--- src/hw/cfg_pins_pkg.sv ---
// Package: constants, modes, register map and carriers for the config pin block
// Notes on behaviour
// - Config clock drives in master/async peripheral
// - After done, config clock clocks readback
// - Any clock phase length accepted outside readback
// - Completion pin driven low until finished, then released
// - External low on completion delays startup
// - Low clear request clears configuration memory
// - On release: finish pass, one more, wait
// - Byte-accept status shown in peripheral modes
// - Async peripheral read shows status on data_msb
// - Address strobe rises before each address change
// - Mode pins sampled after clear-complete rises
// - After config only mode pin 1 becomes a plain user pin
// - Test data out from scan, else user
// - Three-bit mode code decode
// - Master clock starts 1 MHz, may go 10
// - Parallel address starts zero or top
// - Slave serial: rise capture, fall forward
package cfg_pins_pkg;

  typedef enum logic [2:0] {
    MODE_MSER  = 3'h0,
    MODE_RSV1  = 3'h1,
    MODE_RSV2  = 3'h2,
    MODE_SPER  = 3'h3,
    MODE_MPUP  = 3'h4,
    MODE_APER  = 3'h5,
    MODE_MPDN  = 3'h6,
    MODE_SSER  = 3'h7
  } cfg_mode_t;

  typedef enum logic [2:0] {
    ST_CLEAR   = 3'h0,
    ST_FINAL   = 3'h1,
    ST_WAIT    = 3'h2,
    ST_LOAD    = 3'h3,
    ST_HOLD    = 3'h4,
    ST_USER    = 3'h5
  } cfg_state_t;

  localparam logic [7:0]  ADDR_CTRL    = 8'h00;
  localparam logic [7:0]  ADDR_STATUS  = 8'h04;
  localparam logic [7:0]  ADDR_IRQ_ST  = 8'h08;
  localparam logic [7:0]  ADDR_IRQ_EN  = 8'h0C;
  localparam logic [7:0]  ADDR_IRQ_CLR = 8'h10;
  localparam logic [7:0]  ADDR_DATA    = 8'h14;
  localparam logic [7:0]  ADDR_LENGTH  = 8'h18;

  localparam int          CTRL_FAST    = 0;
  localparam int          CTRL_WDONE   = 1;
  localparam int          CTRL_SCAN    = 2;
  localparam int          CTRL_M1OUT   = 3;
  localparam int          CTRL_M1OE    = 4;
  localparam int          CTRL_TDOUT   = 5;
  localparam int          CTRL_TDOE    = 6;

  localparam int          IRQ_CLR_DONE = 0;
  localparam int          IRQ_DONE     = 1;
  localparam int          IRQ_BYTE     = 2;
  localparam int          IRQ_BADMODE  = 3;

  localparam int          CLK_HZ       = 20000000;
  localparam int          SLOW_HZ      = 1000000;
  localparam int          FAST_HZ      = 8000000;
  localparam logic [4:0]  SLOW_HALF    = 5'(CLK_HZ / SLOW_HZ / 2);
  localparam logic [4:0]  FAST_HALF    = 5'((CLK_HZ / FAST_HZ) / 2);
  localparam logic [9:0]  CLEAR_WORDS  = 10'h040;
  localparam logic [21:0] ADDR_TOP     = 22'h03FFFF;
  localparam logic [15:0] LEN_RESET    = 16'h0010;

  typedef struct packed {
    logic       out;
    logic       oe;
  } pin_drive_t;

  typedef struct packed {
    logic [7:0] adr;
    logic [31:0] dat;
    logic [3:0] sel;
    logic       we;
    logic       stb;
    logic       cyc;
  } wb_req_t;

endpackage : cfg_pins_pkg

--- src/hw/pin_sync.sv ---
// Two-flop synchroniser for a group of pin inputs
`timescale 1ns/10ps
`default_nettype none
module pin_sync #(
  parameter int W = 1
) (
  input  wire logic         clk_i,
  input  wire logic         rst_i,
  input  wire logic [W-1:0] async_i,
  input  wire logic [W-1:0] rst_val_i,
  output logic      [W-1:0] sync_o
);
  typedef struct packed {
    logic [W-1:0] s1;
    logic [W-1:0] s2;
  } sync_state_t;

  sync_state_t st_q;
  sync_state_t st_d;

  always_comb begin
    st_d    = st_q;
    st_d.s1 = async_i;
    st_d.s2 = st_q.s1;
  end

  // Reset value is a tied constant from the parent
  always_ff @(posedge clk_i) begin
    if (rst_i) begin
      st_q <= {rst_val_i, rst_val_i};
    end else begin
      st_q <= st_d;
    end
  end

  assign sync_o = st_q.s2;
endmodule // pin_sync
`default_nettype wire

--- src/hw/cfg_pins.sv ---
// Configuration control pin logic with Wishbone register access
//
// The Wishbone register port and the address map are this design's own decisions.
`timescale 1ns/10ps
`default_nettype none
module cfg_pins (
  input  wire logic        clk_i,
  input  wire logic        rst_i,
  input  wire logic [7:0]  wb_adr_i,
  input  wire logic [31:0] wb_dat_i,
  input  wire logic [3:0]  wb_sel_i,
  input  wire logic        wb_we_i,
  input  wire logic        wb_stb_i,
  input  wire logic        wb_cyc_i,
  output logic      [31:0] wb_dat_o,
  output logic             wb_ack_o,
  output logic             irq_o,
  input  wire logic        clear_req_n_i,
  input  wire logic        done_i,
  output logic             done_o,
  output logic             done_oe_o,
  input  wire logic        config_clock_i,
  output logic             config_clock_o,
  output logic             config_clock_oe_o,
  output logic             clear_done_n_o,
  input  wire logic        mode_select_0_i,
  input  wire logic        mode_select_1_i,
  input  wire logic        mode_select_2_i,
  output logic             mode_select_1_o,
  output logic             mode_select_1_oe_o,
  input  wire logic        din_i,
  output logic             dout_o,
  input  wire logic [7:0]  pdata_i,
  input  wire logic        host_sel_i,
  input  wire logic        host_wr_n_i,
  input  wire logic        host_rd_n_i,
  output logic             data_msb_o,
  output logic             data_msb_oe_o,
  output logic             byte_ready_o,
  output logic [21:0]      prom_addr_o,
  output logic             addr_strobe_o,
  input  wire logic        scan_tdo_i,
  output logic             tdo_o,
  output logic             tdo_oe_o,
  output logic             startup_o,
  output logic             readback_clk_en_o
);
  typedef struct packed {
    cfg_pins_pkg::cfg_state_t state;
    cfg_pins_pkg::cfg_mode_t  mode;
    logic [9:0]               clr_cnt;
    logic [15:0]              bits_left;
    logic [4:0]               div;
    logic                     clk_out;
    logic                     fast;
    logic [7:0]               shreg;
    logic [3:0]               shcnt;
    logic                     busy;
    logic [21:0]              addr;
    logic                     strobe;
    logic                     adv_pend;
    logic                     cc_prev;
    logic                     wr_prev;
    logic                     dout;
    logic [6:0]               ctrl;
    logic [15:0]              length;
    logic [3:0]               irq_st;
    logic [3:0]               irq_en;
    logic                     ack;
    logic [31:0]              rdat;
    logic                     irq;
    logic                     done;
    logic                     msb_oe;
    logic                     fwd;
    logic                     strobe_seen;
    logic                     done_oe;
    logic                     clk_oe;
    logic                     clr_done_n;
    logic                     ready;
  } top_state_t;

  top_state_t st_q;
  top_state_t st_d;

  logic [8:0] pin_s;
  logic       clr_n_s;
  logic       done_s;
  logic       cc_s;
  logic       din_s;
  logic       wr_n_s;
  logic       rd_n_s;
  logic       sel_s;
  logic       ms0_s;
  logic       ms1_s;
  logic       ms2_s;

  pin_sync #(.W(9)) u_sync (
    .clk_i     (clk_i),
    .rst_i     (rst_i),
    .async_i   ({clear_req_n_i, done_i, config_clock_i, din_i, host_wr_n_i,
                 host_rd_n_i, mode_select_0_i, mode_select_1_i, mode_select_2_i}),
    .rst_val_i (9'h1FF),
    .sync_o    (pin_s)
  );
  assign {clr_n_s, done_s, cc_s, din_s, wr_n_s, rd_n_s, ms0_s, ms1_s, ms2_s} = pin_s;

  logic sel_q1;
  logic sel_q2;
  always_ff @(posedge clk_i) begin
    if (rst_i) begin
      sel_q1 <= 1'b0;
      sel_q2 <= 1'b0;
    end else begin
      sel_q1 <= host_sel_i;
      sel_q2 <= sel_q1;
    end
  end
  assign sel_s = sel_q2;

  logic       master_clk;
  logic       cc_rise;
  logic       cc_fall;
  logic       wr_pulse;
  logic       wb_hit;
  logic [31:0] status_w;
  logic [3:0] ev;

  always_comb begin
    top_state_t n;
    n = st_q;
    // Master serial, both master parallel and async peripheral drive the clock
    master_clk = (st_q.mode == cfg_pins_pkg::MODE_MSER) || (st_q.mode == cfg_pins_pkg::MODE_MPUP)
              || (st_q.mode == cfg_pins_pkg::MODE_MPDN) || (st_q.mode == cfg_pins_pkg::MODE_APER);
    // Edges of the link clock, either own divider or sampled pin
    cc_rise  = master_clk ? (st_q.clk_out && !st_q.cc_prev) : (cc_s && !st_q.cc_prev);
    cc_fall  = master_clk ? (!st_q.clk_out && st_q.cc_prev) : (!cc_s && st_q.cc_prev);
    n.cc_prev = master_clk ? st_q.clk_out : cc_s;
    wr_pulse = st_q.wr_prev && !wr_n_s && sel_s;
    n.wr_prev = wr_n_s;
    ev = 4'h0;

    // Clock divider for the driven clock; only edges matter, so phases may stretch
    if (st_q.state == cfg_pins_pkg::ST_LOAD && master_clk &&
        !(st_q.mode == cfg_pins_pkg::MODE_APER && !st_q.busy)) begin
      if (st_q.div == 5'h00) begin
        n.div     = (st_q.fast ? cfg_pins_pkg::FAST_HALF : cfg_pins_pkg::SLOW_HALF) - 5'h01;
        n.clk_out = !st_q.clk_out;
      end else begin
        n.div = st_q.div - 5'h01;
      end
    end

    n.strobe = 1'b0;
    case (st_q.state)
      cfg_pins_pkg::ST_CLEAR: begin
        n.clr_cnt = st_q.clr_cnt + 10'h001;
        if (st_q.clr_cnt == cfg_pins_pkg::CLEAR_WORDS - 10'h001) begin
          n.clr_cnt = 10'h000;
          if (clr_n_s) begin
            n.state = cfg_pins_pkg::ST_FINAL;
          end
        end
      end
      cfg_pins_pkg::ST_FINAL: begin
        n.clr_cnt = st_q.clr_cnt + 10'h001;
        if (st_q.clr_cnt == cfg_pins_pkg::CLEAR_WORDS - 10'h001) begin
          n.clr_cnt = 10'h000;
          n.state   = cfg_pins_pkg::ST_WAIT;
          ev[cfg_pins_pkg::IRQ_CLR_DONE] = 1'b1;
        end
      end
      cfg_pins_pkg::ST_WAIT: begin
        // Mode pins read once clear-complete is released high
        n.mode      = cfg_pins_pkg::cfg_mode_t'({ms2_s, ms1_s, ms0_s});
        n.bits_left = {st_q.length[12:0], 3'h0};
        n.fast      = 1'b0;
        n.busy      = 1'b0;
        n.shcnt     = 4'h0;
        n.div       = 5'h00;
        n.clk_out   = 1'b0;
        n.addr      = ({ms2_s, ms1_s, ms0_s} == 3'h6) ? cfg_pins_pkg::ADDR_TOP : 22'h000000;
        // First strobe must lead even the first address move
        n.adv_pend  = 1'b0;
        if ({ms2_s, ms1_s, ms0_s} == 3'h1 || {ms2_s, ms1_s, ms0_s} == 3'h2) begin
          ev[cfg_pins_pkg::IRQ_BADMODE] = 1'b1;
        end else begin
          n.state = cfg_pins_pkg::ST_LOAD;
        end
      end
      cfg_pins_pkg::ST_LOAD: begin
        if (st_q.bits_left == 16'h0000) begin
          n.state = cfg_pins_pkg::ST_HOLD;
        end else begin
          case (st_q.mode)
            cfg_pins_pkg::MODE_MSER, cfg_pins_pkg::MODE_SSER: begin
              if (cc_rise) begin
                n.bits_left = st_q.bits_left - 16'h0001;
                if (st_q.bits_left[2:0] == 3'h1) begin
                  ev[cfg_pins_pkg::IRQ_BYTE] = 1'b1;
                end
              end
            end
            cfg_pins_pkg::MODE_MPUP, cfg_pins_pkg::MODE_MPDN: begin
              // Strobe rises one edge ahead of the address change
              if (cc_fall && st_q.shcnt == 4'h0) begin
                n.strobe   = 1'b1;
                n.adv_pend = 1'b1;
              end else if (st_q.adv_pend && !st_q.strobe && cc_rise) begin
                n.adv_pend = 1'b0;
                n.shreg    = pdata_i;
                n.shcnt    = 4'h8;
                n.addr     = (st_q.mode == cfg_pins_pkg::MODE_MPUP) ?
                             st_q.addr + 22'h000001 : st_q.addr - 22'h000001;
              end
              if (cc_rise && st_q.shcnt != 4'h0) begin
                n.shcnt     = st_q.shcnt - 4'h1;
                n.bits_left = st_q.bits_left - 16'h0001;
              end
            end
            cfg_pins_pkg::MODE_SPER, cfg_pins_pkg::MODE_APER: begin
              if (wr_pulse && !st_q.busy) begin
                n.shreg = pdata_i;
                n.busy  = 1'b1;
                n.shcnt = 4'h8;
              end else if (cc_rise && st_q.busy) begin
                n.shcnt     = st_q.shcnt - 4'h1;
                n.bits_left = st_q.bits_left - 16'h0001;
                if (st_q.shcnt == 4'h1) begin
                  n.busy = 1'b0;
                  ev[cfg_pins_pkg::IRQ_BYTE] = 1'b1;
                end
              end
            end
            default: n.state = cfg_pins_pkg::ST_LOAD;
          endcase
          if (cc_rise && !st_q.fast && st_q.bits_left[3:0] == 4'h0) begin
            n.fast = st_q.ctrl[cfg_pins_pkg::CTRL_FAST];
          end
        end
      end
      cfg_pins_pkg::ST_HOLD: begin
        // Optional wait on an external low completion level
        if (!st_q.ctrl[cfg_pins_pkg::CTRL_WDONE] || done_s) begin
          n.state = cfg_pins_pkg::ST_USER;
          ev[cfg_pins_pkg::IRQ_DONE] = 1'b1;
        end
      end
      cfg_pins_pkg::ST_USER: n.state = cfg_pins_pkg::ST_USER;
      default: n.state = cfg_pins_pkg::ST_CLEAR;
    endcase
    // Strobe remembered until the address next moves
    if (st_q.strobe) begin
      n.strobe_seen = 1'b1;
    end else if (n.addr != st_q.addr) begin
      n.strobe_seen = 1'b0;
    end
    n.done = (n.state == cfg_pins_pkg::ST_HOLD) || (n.state == cfg_pins_pkg::ST_USER);

    // Surplus bit taken at a rise, shown at the next fall
    if (st_q.state == cfg_pins_pkg::ST_HOLD || st_q.state == cfg_pins_pkg::ST_USER) begin
      if (cc_rise) begin
        n.fwd = din_s;
      end
      if (cc_fall) begin
        n.dout = st_q.fwd;
      end
    end
    n.msb_oe = (st_q.mode == cfg_pins_pkg::MODE_APER) && sel_s && !rd_n_s
            && (st_q.state == cfg_pins_pkg::ST_LOAD);

    // Clear request wins over state, done and busy, restarting passes
    if (!clr_n_s) begin
      n.state   = cfg_pins_pkg::ST_CLEAR;
      n.done    = 1'b0;
      n.busy    = 1'b0;
      if (st_q.state != cfg_pins_pkg::ST_CLEAR) begin
        n.clr_cnt = 10'h000;
      end
    end
    // Pin controls registered so outputs come from flops
    n.done_oe    = !n.done;
    n.ready      = !n.busy;
    n.clr_done_n = (n.state != cfg_pins_pkg::ST_CLEAR) && (n.state != cfg_pins_pkg::ST_FINAL);
    n.clk_oe     = (n.state == cfg_pins_pkg::ST_LOAD) && (n.mode inside {cfg_pins_pkg::MODE_MSER,
                   cfg_pins_pkg::MODE_MPUP, cfg_pins_pkg::MODE_MPDN, cfg_pins_pkg::MODE_APER});

    // Wishbone slave, one wait state, ack drops after one cycle
    wb_hit = wb_cyc_i && wb_stb_i && !st_q.ack;
    n.ack  = wb_hit;
    status_w = {11'h000, st_q.busy, st_q.state, st_q.mode, st_q.fast, st_q.addr[12:0]};
    n.rdat = 32'h00000000;
    if (wb_hit && !wb_we_i) begin
      case (wb_adr_i)
        cfg_pins_pkg::ADDR_CTRL:   n.rdat = {25'h0000000, st_q.ctrl};
        cfg_pins_pkg::ADDR_STATUS: n.rdat = status_w;
        cfg_pins_pkg::ADDR_IRQ_ST: n.rdat = {28'h0000000, st_q.irq_st};
        cfg_pins_pkg::ADDR_IRQ_EN: n.rdat = {28'h0000000, st_q.irq_en};
        cfg_pins_pkg::ADDR_DATA:   n.rdat = {24'h000000, st_q.shreg};
        cfg_pins_pkg::ADDR_LENGTH: n.rdat = {16'h0000, st_q.length};
        default:                   n.rdat = 32'h00000000;
      endcase
    end
    n.irq_st = st_q.irq_st;
    if (wb_hit && wb_we_i && wb_sel_i[0]) begin
      case (wb_adr_i)
        cfg_pins_pkg::ADDR_CTRL:    n.ctrl   = wb_dat_i[6:0];
        cfg_pins_pkg::ADDR_IRQ_EN:  n.irq_en = wb_dat_i[3:0];
        cfg_pins_pkg::ADDR_IRQ_CLR: n.irq_st = st_q.irq_st & ~wb_dat_i[3:0];
        cfg_pins_pkg::ADDR_LENGTH:  n.length[7:0] = wb_dat_i[7:0];
        default:                    n.ctrl   = st_q.ctrl;
      endcase
    end
    if (wb_hit && wb_we_i && wb_sel_i[1] && wb_adr_i == cfg_pins_pkg::ADDR_LENGTH) begin
      n.length[15:8] = wb_dat_i[15:8];
    end
    // Set beats clear in the same cycle
    n.irq_st = n.irq_st | ev;
    n.irq    = |(n.irq_st & n.irq_en);
    st_d = n;
  end

  always_ff @(posedge clk_i) begin
    if (rst_i) begin
      st_q        <= '0;
      st_q.mode   <= cfg_pins_pkg::MODE_SSER;
      st_q.length <= cfg_pins_pkg::LEN_RESET;
      st_q.wr_prev <= 1'b1;
      st_q.done_oe <= 1'b1;
      st_q.ready   <= 1'b1;
    end else begin
      st_q <= st_d;
    end
  end

  logic user_q;
  logic ms1_q;
  logic ms1_oe_q;
  logic tdo_q;
  logic tdo_oe_q;
  always_ff @(posedge clk_i) begin
    if (rst_i) begin
      user_q   <= 1'b0;
      ms1_q    <= 1'b0;
      ms1_oe_q <= 1'b0;
      tdo_q    <= 1'b0;
      tdo_oe_q <= 1'b0;
    end else begin
      user_q   <= st_d.state == cfg_pins_pkg::ST_USER;
      ms1_q    <= st_d.ctrl[cfg_pins_pkg::CTRL_M1OUT];
      ms1_oe_q <= st_d.ctrl[cfg_pins_pkg::CTRL_M1OE] && (st_d.state == cfg_pins_pkg::ST_USER);
      // Scan path takes the pin whenever enabled, otherwise user drive
      tdo_q    <= st_d.ctrl[cfg_pins_pkg::CTRL_SCAN] ? scan_tdo_i
                : st_d.ctrl[cfg_pins_pkg::CTRL_TDOUT];
      tdo_oe_q <= st_d.ctrl[cfg_pins_pkg::CTRL_SCAN] ||
                  (st_d.ctrl[cfg_pins_pkg::CTRL_TDOE] && st_d.state == cfg_pins_pkg::ST_USER);
    end
  end

  assign wb_dat_o           = st_q.rdat;
  assign wb_ack_o           = st_q.ack;
  assign irq_o              = st_q.irq;
  assign done_o             = st_q.done;
  assign done_oe_o          = st_q.done_oe;
  assign config_clock_o     = st_q.clk_out;
  assign config_clock_oe_o  = st_q.clk_oe;
  assign clear_done_n_o     = st_q.clr_done_n;
  assign mode_select_1_o    = ms1_q;
  assign mode_select_1_oe_o = ms1_oe_q;
  assign dout_o             = st_q.dout;
  assign data_msb_o         = st_q.ready;
  assign data_msb_oe_o      = st_q.msb_oe;
  assign byte_ready_o       = st_q.ready;
  assign prom_addr_o        = st_q.addr;
  assign addr_strobe_o      = st_q.strobe;
  assign tdo_o              = tdo_q;
  assign tdo_oe_o           = tdo_oe_q;
  assign startup_o          = user_q;
  // Readback may be clocked from the pin only once configured
  assign readback_clk_en_o  = user_q;

  a_clear_blocks: assert property (@(posedge clk_i) disable iff (rst_i)
    !clr_n_s |=> st_q.state == cfg_pins_pkg::ST_CLEAR && !done_o)
    else $error("clear request did not hold clear");
  a_final_pass: assert property (@(posedge clk_i) disable iff (rst_i)
    $rose(st_q.state == cfg_pins_pkg::ST_WAIT) |-> $past(st_q.state) == cfg_pins_pkg::ST_FINAL)
    else $error("wait entered without final pass");
  a_clk_dir: assert property (@(posedge clk_i) disable iff (rst_i)
    config_clock_oe_o |-> st_q.mode != cfg_pins_pkg::MODE_SSER && st_q.mode != cfg_pins_pkg::MODE_SPER)
    else $error("clock driven in input mode");
  a_done_drive: assert property (@(posedge clk_i) disable iff (rst_i)
    (st_q.state == cfg_pins_pkg::ST_USER && clr_n_s) |=> done_o)
    else $error("done lost while configured");
  a_msb_status: assert property (@(posedge clk_i) disable iff (rst_i)
    data_msb_oe_o |-> st_q.mode == cfg_pins_pkg::MODE_APER && data_msb_o == byte_ready_o)
    else $error("msb status wrong");
  a_strobe_lead: assert property (@(posedge clk_i) disable iff (rst_i)
    $changed(prom_addr_o) && $past(st_q.state) == cfg_pins_pkg::ST_LOAD |-> $past(st_q.strobe_seen))
    else $error("address moved without strobe");
  a_reserved_mode: assert property (@(posedge clk_i) disable iff (rst_i)
    st_q.state == cfg_pins_pkg::ST_LOAD |-> st_q.mode != cfg_pins_pkg::MODE_RSV1 && st_q.mode != cfg_pins_pkg::MODE_RSV2)
    else $error("loading in reserved mode");
  a_hold_done: assert property (@(posedge clk_i) disable iff (rst_i)
    st_q.state == cfg_pins_pkg::ST_HOLD && st_q.ctrl[cfg_pins_pkg::CTRL_WDONE] && !done_s && clr_n_s |=> !startup_o)
    else $error("startup despite low done");
endmodule // cfg_pins
`default_nettype wire

--- config.mk ---
export PLATFORM = sky130hd
export DESIGN_NAME = cfg_pins
export DESIGN_NICKNAME = d
export VERILOG_FILES = /design/src/hw/cfg_pins_pkg.sv /design/src/hw/pin_sync.sv /design/src/hw/cfg_pins.sv
export SDC_FILE = /design/constraint.sdc
export NUM_CORES = 1
export LEC_CHECK = 0
export BUFFER_PORTS_ARGS = -buffer_cell sky130_fd_sc_hd__buf_2
export CAP_MARGIN = 10
export CORE_MARGIN = 1
export CORE_UTILIZATION = 35
export DETAILED_ROUTE_END_ITERATION = 6
export GPL_ROUTABILITY_DRIVEN = 0
export PLACE_DENSITY = 0.54
export SYNTH_ARGS = -nofsm -noshare
export SYNTH_HDL_FRONTEND = slang
export SYNTH_SLANG_ARGS = --single-unit
--- constraint.sdc ---
create_clock -name clk_i -period 4.02 [get_ports clk_i]
set_input_delay 0.603 -clock clk_i [delete_from_list [all_inputs] [get_ports clk_i]]
set_output_delay 0.603 -clock clk_i [all_outputs]
set_load 0.005 [all_outputs]
Word-level counts from Yosys, hierarchy flattened. Index checks and enable logic that the tools add are counted.

Output and inout port bits: 72. Register bits after elaboration: 176. Logic and storage cells: 262.

Mux-type cells: 71. $add $sub $neg: 7. Reductions and logical operators: 87. Eq/ne operators: 48. Bitwise logic cells: 8.

Operator list (count): $pmux W21 S6 (1); $mux W16 (5); $mux W22 (3); $pmux W27 S2 (1); $pmux W16 S3 (1); $mux W10 (4); $eq A3 B3 Y1 const B (13); $mux W38 (1); $pmux W16 S2 (1); $logic_and A1 B1 Y1 (31); $mux W3 (9); $mux W1 (25); $eq A8 B5 Y1 const B (3); $mux W12 (2); $mux W24 (1); $pmux W12 S2 (1); $add A22 B1 Y22 const B (1); $sub A22 B1 Y22 const B (1); $mux W18 (1); $pmux W3 S6 (1); $eq A8 B4 Y1 const B (2); $logic_not A16 Y1 (1); $mux W4 (4); $mux W8 (2); 41 further kinds (106).

Longest topological paths before layout. Gate-level depths: netlist of run 1.

Depth after elaboration: 14. Mapped depth: 14. Mapped depth without buffers: 13.

By module. A second synthesis of run 1 with hierarchy kept.

Cells, all modules: 979. Area total of the unflattened synthesis: 8639.5 um^2.

By module, submodules not included: cfg_pins (instances 1, sequential area each 2922.8 um^2, area an instance 8007.7 um^2, cells each 941); pin_sync (instances 1, sequential area each 360.3 um^2, area an instance 631.9 um^2, cells each 38).

Worst setup path before layout of run 1. No wires, ideal clock.

Path kind: register to register. Start: register st_q[146] (netlist bit). End: register st_q, in the netlist prom_addr_o[21]. Data arrival time: 3603 ps. Clock period less this slack: 3677 ps. Buffers on the path: 2. Cell stages (with the launch flop): 15. Slack: 343 ps. Cell sequence: dfxtp_1 clkbuf_1 inv_1 nand2_1 ha_1 clkbuf_1 a2111oi_0 o21a_1 a21oi_1 a32oi_1 o21ai_0 o41ai_1 mux2_2 a21o_1 a31oi_1.

Longest elaborated chain between the ends: 8.

Ends and longest elaborated chain: from (decl) (line cfg_pins.sv:82) `top_state_t st_q;`; from (signal assigned) (line cfg_pins.sv:331) `st_q <= st_d;`; branches (longest 8 deep; another with $mux W38).

Parallel ways; which one is timed is not known. The select of a mux whose other input is x is not followed. A chain may end at the register's enable or synchronous reset.

Worst setup path after layout of run 1.
Start: register st_q[148] (netlist bit). End: register st_q, in the netlist prom_addr_o[21].

The elaborated chain is that of the path after synthesis.

==> flow_metrics.tcl, run 1 <==
set metrics [dict create \
    initial_core_util_pct 36.1 \
    postPlaceCellArea_um2 8900 \
    synth_edf_count 0 \
    slew_headroom_pct 46.8 \
    synth.area.top_cells "dfxtp_1, nor2_1, buf_4" \
    report.final.slew_viol_count 0 \
    synth_flop_cell "dfxtp_1" \
    yosys_warnings 0 \
    drtIter0Drc 528 \
    wirelength_mm 21.7 \
    drtAntennaViolNets 0 \
    grt_antenna_before_repair 0 \
    async_flop_share_pct 0 \
    max_freq_ghz 0.293 \
    die_h_um 156 \
    grt_max_degree 49 \
    rows 55 \
    vdd_drop_max_uv 262 \
    yosys_register_bits 164 \
    drc 0 \
    criticalPathCategory "flip-flop to flip-flop" \
    overflow 0 \
    top_level_ports 140 \
    portBuffers 110 \
    p_per_area_nw_per_um2 361 \
    synth.most_common_cell "dfxtp_1" \
    synth_commonest_cells "dfxtp_1, nor2_1, nand2_1, buf_4, a21oi_1" \
    viasPerCell 5.06 \
    worst_slew_pin_slew_ps 796 \
    clockBufferDepth 2 \
    netlist-cell-type-count 65 \
    die_x_um 156 \
    grt_usage_pct 18.2 \
    h-tree-depth 4 \
    worstPathArrival_ps 3770 \
    status "finished clean" \
    postSynthAreaPerCell_um2 8.36 \
    synth_top_area_cell "dfxtp_1" \
    numCtsBuffers 17 \
    grt_pass1_wl_mm 34.5 \
    cp_slowest_cell "ha_1" \
    fin_worst_skew_ps 11.2 \
    cp-start-kind "flip-flop" \
    dp_hpwl_mm 15.9 \
    via_count 6985 \
    coreArea_um2 23000 \
    cts_setup_buffers 0 \
    rsz0062_at_grt "no" \
    crit_chain "nor2b_1 > nand2_1 > ha_1 > a2111oi_0 > o21a_1 > a21oi_1 > a32oi_1 > o21ai_0 > o41ai_1 > buf_4 > mux2_2 > a21o_1 > a31oi_1" \
    hold_path.class "primary input to flip-flop" \
    drive_above_1_share_pct 19.0 \
    cts_tree "done" \
    tns_ps 0 \
    synth_top_area_share_pct 39.5 \
    drv_cap 0 \
    final_util_pct 41.3 \
    die-area_um2 24300 \
    clk_pin_slew_ps 70 \
    cts_sinks 164 \
    ctsResizeCount 0 \
    routedWlPerCell_um 15.7 \
    synth_seq_area_share_pct 39.5 \
    fin_crit_ps 3410 \
    netlist_instances 993 \
    fin_cells 1381 \
    whs_ps 356 \
    setup_viol_count_final 0 \
    n_antenna_cell 0 \
    fin_crit_sh_pct 84.9 \
    synthesis.area_um2 8300 \
    crit_path_max_fanout 8 \
    crit_required_ps 4370 \
    nets 1152 \
    cts-root-buf "clkbuf_16" \
    final_area_um2 9500 \
    max_stage_delay_ps 390 \
    grt_pass1_vias 6482 \
    area_growth_pct 14.4 \
    end_kind "flip-flop" \
    leakage_nw 3.80 \
    drtPass1Iterations 5 \
    insertion_delay_ps 430 \
    dp_cells 1350 \
    final_hold_viol_count 0 \
    holdBufCountCts 0 \
]
==> layout make-up <==
class	instances	area [um2]
inverters	25	93.8
flip-flops and latches	164	3280
clock inverters	13	173
repair buffers	139	771
fillers	2405	13500
multi-input cells	709	4360
clock buffers	18	429
well taps	313	392
==> metal layers <==
metal / GRT usage [%] / wire length, um / up-vias
li1: - / - / 3558
met1: 24.3 / 10300 / 3267
met2: 29.2 / 10100 / 144
met3: 4.39 / 1070 / 16
met4: 5.04 / 220 / 0
met5: 0 / 0 / -
==> cell families after synthesis <==
logic type	synth area share (%)
AO/OA/AOI/OAI	17.5
XOR/XNOR	3.27
adder cells (fa/ha/maj)	4.31
buffers and inverters	8.53
flip-flops	39.5
multiplexers	5.20
other	0.0452
AND/OR/NAND/NOR	21.6
==> placed cells by master (no fill, tap or decap), types with 7 or more instances in the layout <==
cell type  instances
dfxtp_1          164
nor2_1           142
buf_2            109
nand2_1           69
a21oi_1           51
mux2i_1           42
o21ai_0           39
nor3_1            35
a22oi_1           34
buf_4             30
ha_1              27
inv_1             25
or2_2             25
a211oi_1          23
nand3_1           21
xnor2_1           20
clkbuf_16         17
nor2b_1           15
xor2_1            11
conb_1            11
and2_1            10
a21o_1            10
or4_1              9
nand2b_1           9
a31oi_1            9
nor4_1             8
or3_1              8
and3_1             7
==> final timing paths <==
| kind | start | to | slack [ps] | depth (start not counted) |
|---|---|---|---|---|
| worst max-delay path | st_q[148] | prom_addr_o[21] | 610 | 13 |
| worst min-delay path | done_i | u_sync.st_d[7] | 360 | 2 |
| worst max register to register | st_q[148] | prom_addr_o[21] | 610 | 13 |
| worst min register to register | u_sync.st_d[5] | u_sync.sync_o[5] | 410 | 1 |
==> registers in the layout (all words and copies together), names as in the netlist, 9 cells and up <==
register and flops:
st_q 86, prom_addr_o 22, wb_dat_o 21, u_sync.st_d 9
u_sync.sync_o 9
==> power by group <==
part	switching, W	total [W]	internal, W
combinational	0.0000545	0.0000917	0.0000372
sequential	0.00000718	0.00164	0.00164
clock	0.000706	0.00169	0.000986
==> worst max-delay path: cells and delay by family, from the launching register on <==
family	cells	cell delay (ps)
adders and majority gates	1	390
muxes	1	340
AOI/OAI and AO/OA	8	1670
buffers and inverters	1	190
DFF	1	320
and+or+nand+nor	2	450
==> stage by stage <==
stage	total power [W]	setup slack [ps]
after detailed placement	0.00177	628
final	0.00343	606
after floorplan	0.00174	343
after global placement	0.00177	608
after CTS	0.00347	582
after global routing	0.00356	267
No activity file was read; power rests on OpenSTA's default activity.
==> run 2: changes to the inputs <==
PLACE_DENSITY = 0.56   (was 0.54)
clock period = 3 ns   (was 4.02 ns; I/O delays follow)
==> run 2 against run 1 <==
  * Design area increased by 3.4%
  * Maximum frequency increased by 16%
  * Register-to-register slack got worse by 540 ps
  * Setup slack got worse by 540 ps
  * First-iteration DRC count decreased by 14%
  * Worst hold slack got worse by 160 ps
  * Die area unchanged
  * Core utilization increased by 1.4 points
  * Sequential power increased by 34%
  * Cell count increased by 1.7%
  * Combinational power increased by 42%
  * Non-clock buffer count increased by 22
==> flow_metrics.tcl, run 2 (synthesis results as in run 1) <==
set metrics [dict create \
    slew_headroom_pct 50.4 \
    final_common_cell "dfxtp_1" \
    report.final.slew_viol_count 0 \
    final_hold_viol_count 0 \
    max_freq_ghz 0.341 \
    cp-start-kind "flip-flop" \
    leakage_nw 3.96 \
    mostFrequentLayoutCells "dfxtp_1, nor2_1, buf_2" \
    hold_path.class "primary input to flip-flop" \
    p_per_area_nw_per_um2 475 \
    drtPass1Iterations 5 \
    final_util_pct 42.7 \
    portBuffers 110 \
    holdBufCountCts 0 \
    coreArea_um2 23000 \
    worstPathArrival_ps 3290 \
    dp_cells 1371 \
    worst_slew_pin_slew_ps 740 \
    grt_antenna_before_repair 2 \
    drc 0 \
    die-area_um2 24300 \
    crit_required_ps 3360 \
    die_h_um 156 \
    grt_pass1_vias 6663 \
    crit_path_max_fanout 13 \
    drtAntennaViolNets 0 \
    grt_usage_pct 18.9 \
    dp_hpwl_mm 16.9 \
    cts_tree "done" \
    wirelength_mm 22.7 \
    status "finished clean" \
    cts-root-buf "clkbuf_16" \
    area_growth_pct 18.3 \
    rsz0062_at_grt "yes" \
    setup_viol_count_final 0 \
    grt_pass1_wl_mm 35.6 \
    fin_worst_skew_ps 12.2 \
    viasPerCell 5.07 \
    top_level_ports 140 \
    cts_sinks 164 \
    clockBufferDepth 2 \
    vdd_drop_max_uv 348 \
    initial_core_util_pct 36.1 \
    via_count 7123 \
    fin_cells 1405 \
    largest_reg_flops 86 \
    criticalPathCategory "flip-flop to flip-flop" \
    grt_max_degree 44 \
    overflow 0 \
    die_x_um 156 \
    regMostFlops "st_q" \
    power_w 0.00467 \
    fin_crit_sh_pct 97.8 \
    insertion_delay_ps 430 \
    rows 55 \
    h-tree-depth 4 \
    clk_pin_slew_ps 70 \
    drtIter0Drc 455 \
    nets 1174 \
    fin_crit_ps 2930 \
    routedWlPerCell_um 16.2 \
    place_ws_ps -15.3 \
    end_kind "flip-flop" \
    setup_slack_ps 65.2 \
    drive_above_1_share_pct 21.8 \
    numCtsBuffers 17 \
    drv_cap 0 \
    whs_ps 200 \
]
run 2: cell type report:
| type | instances | area (um2) |
|---|---|---|
| fillers | 2307 | 13200 |
| multi-input cells | 709 | 4470 |
| flip-flops and latches | 164 | 3280 |
| repair buffers | 161 | 948 |
| clock buffers | 18 | 439 |
| well taps | 313 | 392 |
| clock inverters | 14 | 198 |
| inverters | 25 | 93.8 |
| diodes | 1 | 2.50 |
run 2: power by group:
group,leakage [nW],internal (W),switching (W)
logic,2.32,0.0000510,0.0000786
clock network,0.305,0.00136,0.000978
registers,1.33,0.00219,0.0000100
run 2: path summary, 6_finish.rpt:
path                       to  cells past startpoint      startpoint  slack, ps
max           prom_addr_o[21]                     12       st_q[148]         70
min            u_sync.st_d[6]                      2  config_clock_i        200
max reg2reg   prom_addr_o[21]                     12       st_q[148]         70
min reg2reg  u_sync.sync_o[6]                      1  u_sync.st_d[6]        410
run 2: critical path: stages (launching register included):
cell and delay (ps):
dfxtp_1 330, nor2b_4 210, nand2_8 130, buf_4 170, buf_4 130, ha_1 350
and3_1 210, a32oi_2 220, o21ai_2 120, o41ai_4 360, mux2_4 340, a21o_1 150
a31oi_1 120
run 2: what timing repair did:
action	in CTS	in global routing
gates resized for setup	0	8
setup buffers	0	1
setup endpoints to repair	1	4
pin swaps	1	3
run 2: layer usage:
metal | vias up | GRT usage [%] | wire, um
li1 | 3598 | - | -
met1 | 3350 | 24.6 | 10500
met2 | 144 | 31.5 | 10800
met3 | 31 | 3.61 | 953
met4 | 0 | 6.07 | 476
met5 | - | 0 | 0
run 2: metrics by stage:
step	setup TNS [ps]	area [um2]
5_1_grt	-109	9820
3_3_place_gp	-0.908	9140
6_report	0	9820
2_1_floorplan	-1.67	8420
4_1_cts	0	9770
3_5_place_dp	-15.3	9140
